File: config.mk
export PLATFORM = sky130hd
export DESIGN_NAME = config_page3_loader
export DESIGN_NICKNAME = d
export VERILOG_FILES = /design/src/config_page3_loader.v /design/src/page_store.v
export VERILOG_INCLUDE_DIRS = /design/src /design/src/src
export SDC_FILE = /design/constraint.sdc
export NUM_CORES = 1
export LEC_CHECK = 0
export ABC_CLOCK_PERIOD_IN_PS = 2800
export BUFFER_PORTS_ARGS = -buffer_cell sky130_fd_sc_hd__buf_4
export CAP_MARGIN = 40
export CORE_MARGIN = 2
export CORE_UTILIZATION = 52
export DETAILED_ROUTE_END_ITERATION = 7
export PLACE_DENSITY = 0.75
export SLEW_MARGIN = 20
export SYNTH_ARGS = -nofsm -noshare
export SYNTH_HDL_FRONTEND = slang
export SYNTH_SLANG_ARGS = --single-unit
File: constraint.sdc
create_clock -name core_clk -period 2.8 [get_ports core_clk]
set_input_delay 0.28 -clock core_clk [delete_from_list [all_inputs] [get_ports core_clk]]
set_output_delay 0.28 -clock core_clk [all_outputs]
set_load 0.01 [all_outputs]
File: src/config_page3_map.vh
`ifndef CONFIG_PAGE3_MAP_VH
`define CONFIG_PAGE3_MAP_VH
// ==========================================
// Page location in the config shadow window
`define PG3_BASE 16'h7818
`define PG3_LAST 16'h781f
`define PG3_MASK 16'hfff8
// Duplicate of the page in the main register area
`define MAIN_ALIAS_BASE 16'h4018
// ==========================================
// Control, command and status registers
`define CTRL_ADDR 16'h7830
`define CMD_ADDR 16'h7831
`define STAT_ADDR 16'h7832
`define CTRL_RST 16'h0001
`define CTRL_RELOAD_BIT 0
`define CMD_OTP_RD_BIT 0
`define CMD_OTP_WR_BIT 1
`define CMD_EXT_RD_BIT 2
`define STAT_BUSY_BIT 0
`define STAT_SRC_LSB 1
`define STAT_SRC_MSB 2
`define STAT_SKIP_BIT 3
// ==========================================
// Load source codes
`define SRC_NONE 2'h0
`define SRC_OTP 2'h1
`define SRC_EXT 2'h2
`define SRC_BUS 2'h3
// ==========================================
// External memory page and field layout
`define EXT_PAGE_BASE 8'h10
`define EXT_PAGE_LAST 8'h1f
`define SLOT_MSB 2
`define SLOT_LSB 0
`endif

File: src/config_page3_loader.v
// The strobed register port and the address map are this design's own decisions.
`timescale 1ns/1ps
`default_nettype none
`include "config_page3_map.vh"
module config_page3_loader #(
   parameter AW = 16,
   parameter DW = 16,
   parameter WORDS = 8,
   parameter IW = 3
) (
   input wire core_clk,
   input wire srst,
   input wire [AW-1:0] reg_addr,
   input wire [DW-1:0] reg_wdata,
   input wire reg_wr,
   input wire reg_rd,
   output wire [DW-1:0] reg_rdata,
   input wire power_on_sched,
   input wire dev_mode,
   output reg otp_req_q,
   output reg otp_we_q,
   output reg [IW-1:0] otp_addr_q,
   output reg [DW-1:0] otp_wdata_q,
   input wire otp_ack,
   input wire [DW-1:0] otp_rdata,
   output reg ext_req_q,
   output reg [7:0] ext_addr_q,
   input wire ext_ack,
   input wire [7:0] ext_rdata,
   output reg page_busy_q
);
   // ==========================================
   // Engine states
   localparam S_IDLE = 3'h0;
   localparam S_OTP_RD = 3'h1;
   localparam S_FETCH = 3'h2;
   localparam S_FETCH_W = 3'h3;
   localparam S_OTP_WR = 3'h4;
   localparam S_EXT_HI = 3'h5;
   localparam S_EXT_LO = 3'h6;

   reg [2:0] state_q;
   reg [IW-1:0] idx_q;
   reg [7:0] hi_q;
   reg reload_q;
   reg [1:0] src_q;
   reg skip_q;
   localparam [15:0] CTRL_RST_W = `CTRL_RST;

   // ==========================================
   // Address decode
   wire in_pg3 = (reg_addr & `PG3_MASK) == `PG3_BASE;
   wire in_alias = (reg_addr & `PG3_MASK) == `MAIN_ALIAS_BASE;
   wire hit_page = in_pg3 | in_alias;
   wire hit_ctrl = reg_addr == `CTRL_ADDR;
   wire hit_cmd = reg_addr == `CMD_ADDR;
   wire hit_stat = reg_addr == `STAT_ADDR;
   wire idle = state_q == S_IDLE;
   wire last = idx_q == WORDS - 1;

   // Page writes are refused while a load or store runs, so the
   // page never mixes bus data with half a transfer
   wire bus_page_wr = reg_wr & hit_page & idle;

   // ==========================================
   // Start conditions, power-on wins over commands
   wire cmd_wr = reg_wr & hit_cmd & idle;
   wire po_go = power_on_sched & idle & reload_q;
   wire start_otp_rd = (po_go & ~dev_mode) |
      (~power_on_sched & cmd_wr & reg_wdata[`CMD_OTP_RD_BIT]);
   wire start_ext = (po_go & dev_mode) |
      (~power_on_sched & cmd_wr & ~reg_wdata[`CMD_OTP_RD_BIT] &
       reg_wdata[`CMD_EXT_RD_BIT]);
   wire start_otp_wr = ~power_on_sched & cmd_wr & ~reg_wdata[`CMD_OTP_RD_BIT] &
      ~reg_wdata[`CMD_EXT_RD_BIT] & reg_wdata[`CMD_OTP_WR_BIT];
   wire po_skip = power_on_sched & idle & ~reload_q;

   // ==========================================
   // Storage write mux
   wire eng_otp_we = (state_q == S_OTP_RD) & otp_req_q & otp_ack;
   wire eng_ext_we = (state_q == S_EXT_LO) & ext_req_q & ext_ack;
   reg mem_we;
   reg [IW-1:0] mem_widx;
   reg [DW-1:0] mem_wdata;

   always @* begin
      mem_we = 1'b0;
      mem_widx = reg_addr[IW-1:0];
      mem_wdata = reg_wdata;
      if (eng_otp_we) begin
         mem_we = 1'b1;
         mem_widx = idx_q;
         mem_wdata = otp_rdata;
      end else if (eng_ext_we) begin
         mem_we = 1'b1;
         mem_widx = idx_q;
         mem_wdata = {hi_q, ext_rdata};
      end else if (bus_page_wr) begin
         // Whole words stored, so slot fields keep their bit places
         mem_we = 1'b1;
      end
   end

   // ==========================================
   // Non-page read data
   reg [DW-1:0] alt_data;
   wire [DW-1:0] fetch_q;

   always @* begin
      alt_data = {DW{1'b0}};
      if (hit_ctrl) begin
         alt_data[`CTRL_RELOAD_BIT] = reload_q;
      end else if (hit_stat) begin
         alt_data[`STAT_BUSY_BIT] = page_busy_q;
         alt_data[`STAT_SRC_MSB:`STAT_SRC_LSB] = src_q;
         alt_data[`STAT_SKIP_BIT] = skip_q;
      end
   end

   page_store #(
      .DW(DW),
      .WORDS(WORDS),
      .IW(IW)
   ) u_store (
      .core_clk(core_clk),
      .srst(srst),
      .wr_en(mem_we),
      .wr_idx(mem_widx),
      .wr_data(mem_wdata),
      .a_rd(reg_rd),
      .a_idx(reg_addr[IW-1:0]),
      .a_alt_sel(~hit_page),
      .a_alt_data(alt_data),
      .a_q(reg_rdata),
      .b_rd(state_q == S_FETCH),
      .b_idx(idx_q),
      .b_q(fetch_q)
   );

   // ==========================================
   // Control and status registers
   always @(posedge core_clk) begin
      if (srst) begin
         reload_q <= CTRL_RST_W[`CTRL_RELOAD_BIT];
         skip_q <= 1'b0;
      end else begin
         if (reg_wr & hit_ctrl) begin
            reload_q <= reg_wdata[`CTRL_RELOAD_BIT];
         end
         // Set wins over a clear in the same cycle
         if (po_skip) begin
            skip_q <= 1'b1;
         end else if (reg_wr & hit_stat & reg_wdata[`STAT_SKIP_BIT]) begin
            skip_q <= 1'b0;
         end
      end
   end

   // ==========================================
   // Load and store engine
   always @(posedge core_clk) begin
      if (srst) begin
         state_q <= S_IDLE;
         idx_q <= {IW{1'b0}};
         hi_q <= 8'h00;
         src_q <= `SRC_NONE;
         page_busy_q <= 1'b0;
         otp_req_q <= 1'b0;
         otp_we_q <= 1'b0;
         otp_addr_q <= {IW{1'b0}};
         otp_wdata_q <= {DW{1'b0}};
         ext_req_q <= 1'b0;
         ext_addr_q <= 8'h00;
      end else begin
         if (bus_page_wr) begin
            src_q <= `SRC_BUS;
         end
         case (state_q)
            S_IDLE: begin
               idx_q <= {IW{1'b0}};
               if (start_otp_rd) begin
                  state_q <= S_OTP_RD;
                  page_busy_q <= 1'b1;
                  otp_req_q <= 1'b1;
                  otp_we_q <= 1'b0;
                  otp_addr_q <= {IW{1'b0}};
               end else if (start_ext) begin
                  state_q <= S_EXT_HI;
                  page_busy_q <= 1'b1;
                  ext_req_q <= 1'b1;
                  ext_addr_q <= `EXT_PAGE_BASE;
               end else if (start_otp_wr) begin
                  state_q <= S_FETCH;
                  page_busy_q <= 1'b1;
               end
            end
            S_OTP_RD: begin
               // Request drops for a cycle after each ack but the last
               if (otp_req_q & otp_ack) begin
                  otp_req_q <= 1'b0;
                  if (last) begin
                     state_q <= S_IDLE;
                     page_busy_q <= 1'b0;
                     src_q <= `SRC_OTP;
                  end else begin
                     idx_q <= idx_q + 1'b1;
                  end
               end else if (~otp_req_q) begin
                  otp_req_q <= 1'b1;
                  otp_addr_q <= idx_q;
               end
            end
            S_FETCH: begin
               state_q <= S_FETCH_W;
            end
            S_FETCH_W: begin
               state_q <= S_OTP_WR;
               otp_req_q <= 1'b1;
               otp_we_q <= 1'b1;
               otp_addr_q <= idx_q;
               otp_wdata_q <= fetch_q;
            end
            S_OTP_WR: begin
               if (otp_ack) begin
                  otp_req_q <= 1'b0;
                  otp_we_q <= 1'b0;
                  if (last) begin
                     state_q <= S_IDLE;
                     page_busy_q <= 1'b0;
                  end else begin
                     idx_q <= idx_q + 1'b1;
                     state_q <= S_FETCH;
                  end
               end
            end
            S_EXT_HI: begin
               if (ext_req_q & ext_ack) begin
                  hi_q <= ext_rdata;
                  ext_req_q <= 1'b0;
                  state_q <= S_EXT_LO;
               end else if (~ext_req_q) begin
                  ext_req_q <= 1'b1;
                  ext_addr_q <= `EXT_PAGE_BASE + {4'h0, idx_q, 1'b0};
               end
            end
            S_EXT_LO: begin
               if (ext_req_q & ext_ack) begin
                  ext_req_q <= 1'b0;
                  if (last) begin
                     state_q <= S_IDLE;
                     page_busy_q <= 1'b0;
                     src_q <= `SRC_EXT;
                  end else begin
                     idx_q <= idx_q + 1'b1;
                     state_q <= S_EXT_HI;
                  end
               end else if (~ext_req_q) begin
                  ext_req_q <= 1'b1;
                  ext_addr_q <= `EXT_PAGE_BASE + {4'h0, idx_q, 1'b1};
               end
            end
            default: begin
               state_q <= S_IDLE;
               page_busy_q <= 1'b0;
               otp_req_q <= 1'b0;
               otp_we_q <= 1'b0;
               ext_req_q <= 1'b0;
            end
         endcase
      end
   end
endmodule
`default_nettype wire

File: src/page_store.v
`timescale 1ns/1ps
`default_nettype none
// ==========================================
// Page storage, two registered read ports
module page_store #(
   parameter DW = 16,
   parameter WORDS = 8,
   parameter IW = 3
) (
   input wire core_clk,
   input wire srst,
   input wire wr_en,
   input wire [IW-1:0] wr_idx,
   input wire [DW-1:0] wr_data,
   input wire a_rd,
   input wire [IW-1:0] a_idx,
   input wire a_alt_sel,
   input wire [DW-1:0] a_alt_data,
   output reg [DW-1:0] a_q,
   input wire b_rd,
   input wire [IW-1:0] b_idx,
   output reg [DW-1:0] b_q
);
   reg [DW-1:0] mem [0:WORDS-1];
   integer i;

   always @(posedge core_clk) begin
      if (srst) begin
         for (i = 0; i < WORDS; i = i + 1) begin
            mem[i] <= {DW{1'b0}};
         end
         a_q <= {DW{1'b0}};
         b_q <= {DW{1'b0}};
      end else begin
         if (wr_en) begin
            mem[wr_idx] <= wr_data;
         end
         // Zero outside a read so stale data never looks valid
         if (a_rd) begin
            a_q <= a_alt_sel ? a_alt_data : mem[a_idx];
         end else begin
            a_q <= {DW{1'b0}};
         end
         if (b_rd) begin
            b_q <= mem[b_idx];
         end
      end
   end
endmodule
`default_nettype wire

==> metrics.md <==
| Metric | Value |
|---|---|
| PwrDens | `675 nW/um2` |
| Yosys top cell by area | `edfxtp_1` |
| Endpoint type of the worst setup path | `register` |
| Iter 0 DRT Violations | `1000` |
| Synth Area in Adders | `0.00236` |
| Achievable Freq | `378 MHz` |
| CP Data Arrival Time | `2.84 ns` |
| Final number of hold-violating endpoints | `0` |
| Syn avg cell area | `11.8 um2` |
| Clock-pin slew on the worst setup and hold paths | `0.06 ns` |
| PortBufs | `107` |
| Hold-fix buffers, CTS | `0` |
| Multiplexer area fraction after synthesis | `0.181` |
| Leak | `4.26 nW` |
| Post-DP HPWL | `20.4 mm` |
| Die Y-Extent | `147 um` |
| Post-synthesis simple-gate area fraction | `0.159` |
| Layout cells sized above 1 | `0.302` |
| CP max FO | `16` |
| Final setup viols | `0` |
| WHS | `0.0139 ns` |
| Drt via density | `6.27` |
| CP Launch Type | `register` |
| Vias in the first global route | `7698` |
| Vias | `8032` |
| Syn Inst Count | `899` |
| Yosys warnings | `0` |
| Tcrit/Tclk final | `0.944` |
| Setup TNS | `0 ns` |
| Post-synth EDFFs | `128` |
| Boundary pin count | `111` |
| Worst Skew | `0.00958 ns` |
| GPL Wtd Cong | `0.913` |
| Worst EP required | `2.99 ns` |
| Distinct cell type count after synthesis | `71` |
| Tightest Pin Transition | `0.919 ns` |
| WS Path Type | `reg -> reg` |
| Later-pin clock latency in the skew report | `0.51 ns` |
| DR WL/cell | `22.5 um` |
| Post-Route WL | `28.8 mm` |
| Overflow after GRT | `0` |
| Core ar. | `20100 um2` |
| Root Driver | `clkbuf_16` |
| Core Util, Final | `0.618` |
| Iteration count of the initial detailed-routing pass | `6` |
| Top FF cell, synth | `edfxtp_1` |
| Register area share after synthesis | `0.510` |
| Htree depth | `1` |
| Synth area leaders | `edfxtp_1 36%, dfxtp_1 15%, mux4_2 14%` |
| Global-route wire length before repair | `44.6 mm` |
| Final Max Slew Viols | `0` |
| Max_cap viols | `0` |
| Syn Std Cell Area | `10600 um2` |
| Most numerous cell in the Yosys netlist | `edfxtp_1` |
| Max-slew headroom | `0.383` |
| PostCTS Resize Cnt | `0` |
| Die width | `147 um` |
| Share of the synthesized area in the top cell type | `0.363` |
| Max IR drop VDD | `0.414 mV` |
| Num CTS Buffers | `23` |
| Total power | `8.39 mW` |
| Compound-Gate Fraction of Synth Area | `0.109` |
| GRT Util Overall | `0.268` |
| Antenna cells | `0` |
| CTS tree | `done` |
| Pre-CTS setup slack | `0.238 ns` |
| Largest net degree at the start of global routing | `40` |
| Residual DRC | `0` |
| RSZ-0062 raised after global routing | `no` |
| Fillers | `1610` |
| Die ar. | `21500 um2` |
| Main combinational cell family by area after synthesis | `multiplexers` |
| Area Growth Syn to Fin | `17.3%` |
| Initial Utilization | `0.527` |
| Clock Tree Buf Depth | `3` |
| Synth async-reset ratio | `0` |
| Layout Nets | `1061` |
| Yosys reg bits | `206` |
| Hold Path Class | `in -> reg` |
| Status | `finished clean` |
| CTS Sinks | `206` |
| Synth Area in XOR/XNOR | `0` |
| Final WS setup | `0.156 ns` |
| Postcts setup bufs | `0` |
| Standard-cell rows | `52` |
| Synth cell count leaders | `128 x edfxtp_1, 111 x nor2_1, 82 x nand2_1, 78 x dfxtp_1, 64 x mux4_2` |
| Initial antenna violation count | `0` |
| Post-route ant nets | `0` |
| Min Tclk post-route | `2.64 ns` |
-- critical path, stage by stage (launching register included) --
cell	delay [ns]
dfxtp_1	0.58
and4b_1	0.32
a221oi_2	0.40
a211o_2	0.25
nand2b_2	0.24
o21bai_1	0.21
buf_4	0.31
-- area by class of cell --
class,count,area [um2],share of cell area
Clock buffer,36,676,0.0543
Clock inverter,6,40.0,0.00322
Inverter,9,33.8,0.00272
Multi-Input combinational cell,609,4810,0.387
Sequential cell,206,5410,0.435
Tap cell,270,338,0.0272
Timing Repair Buffer,146,1130,0.0912
-- path summary, 6_finish.rpt --
kind         depth (start not counted)                              end  slack (ns)                   startpoint
max                                  6  u_store.mem[1][7]$_SDFFCE_PN0P_        0.16      state_q[1]$_SDFFE_PP0P_
min                                  3             hi_q[7]$_SDFFE_PP0P_        0.01                 ext_rdata[7]
max reg2reg                          6  u_store.mem[1][7]$_SDFFCE_PN0P_        0.16      state_q[1]$_SDFFE_PP0P_
min reg2reg                          2      otp_wdata_q[6]$_SDFFE_PP0P_        0.45  u_store.b_q[6]$_SDFFE_PP0P_
-- layer usage --
layer  share of wire  up-vias  GRT usage
li1                -     3593          -
met1            0.43     3909      0.399
met2            0.46      484      0.412
met3            0.10       46     0.0500
met4           0.019        0     0.0607
met5               0        -          0
-- kinds of logic after synthesis --
| family | after synthesis |
|---|---|
| AND/OR/NAND/NOR | 331 |
| buffers and inverters | 86 |
| other | 1 |
| adder cells (fa/ha/maj) | 2 |
| flip-flops | 206 |
| AO/OA/AOI/OAI | 164 |
| multiplexers | 109 |
-- layout by cell type (no fill, tap or decap), drive strengths merged, types with 8 or more instances in the layout --
cell type    n
a211oi      18
inv         10
dfxtp       78
o211ai      17
a21oi       62
clkbuf      36
nor2       113
nor3        71
mux2i       28
or3         19
o21ai       26
buf        146
mux2        17
nand2       82
o21bai       8
mux4        64
edfxtp     128
-- per-stage QoR --
step / std cells / cell area [um2]
after floorplan: 901 / 10600
after global placement: 1240 / 11700
after detailed placement: 1240 / 11700
after CTS: 1282 / 12400
after global routing: 1282 / 12400
final: 1282 / 12400
-- sequential cells by signal, summed over array words and instances, names as in the netlist, 2 cells and up --
name,cells
hi_q,8
u_store.mem,128
otp_wdata_q,16
state_q,3
otp_addr_q,3
u_store.b_q,16
idx_q,3
u_store.a_q,16
src_q,2
ext_addr_q,5
-- power by group --
| group | internal (mW) | switching [mW] | total (mW) |
|---|---|---|---|
| Combinational | 0.806 | 1.11 | 1.92 |
| Clock | 1.66 | 1.21 | 2.87 |
| Sequential | 3.42 | 0.180 | 3.60 |
| Total | 5.89 | 2.50 | 8.39 |
Note: power is estimated with default switching activity, not from simulation.
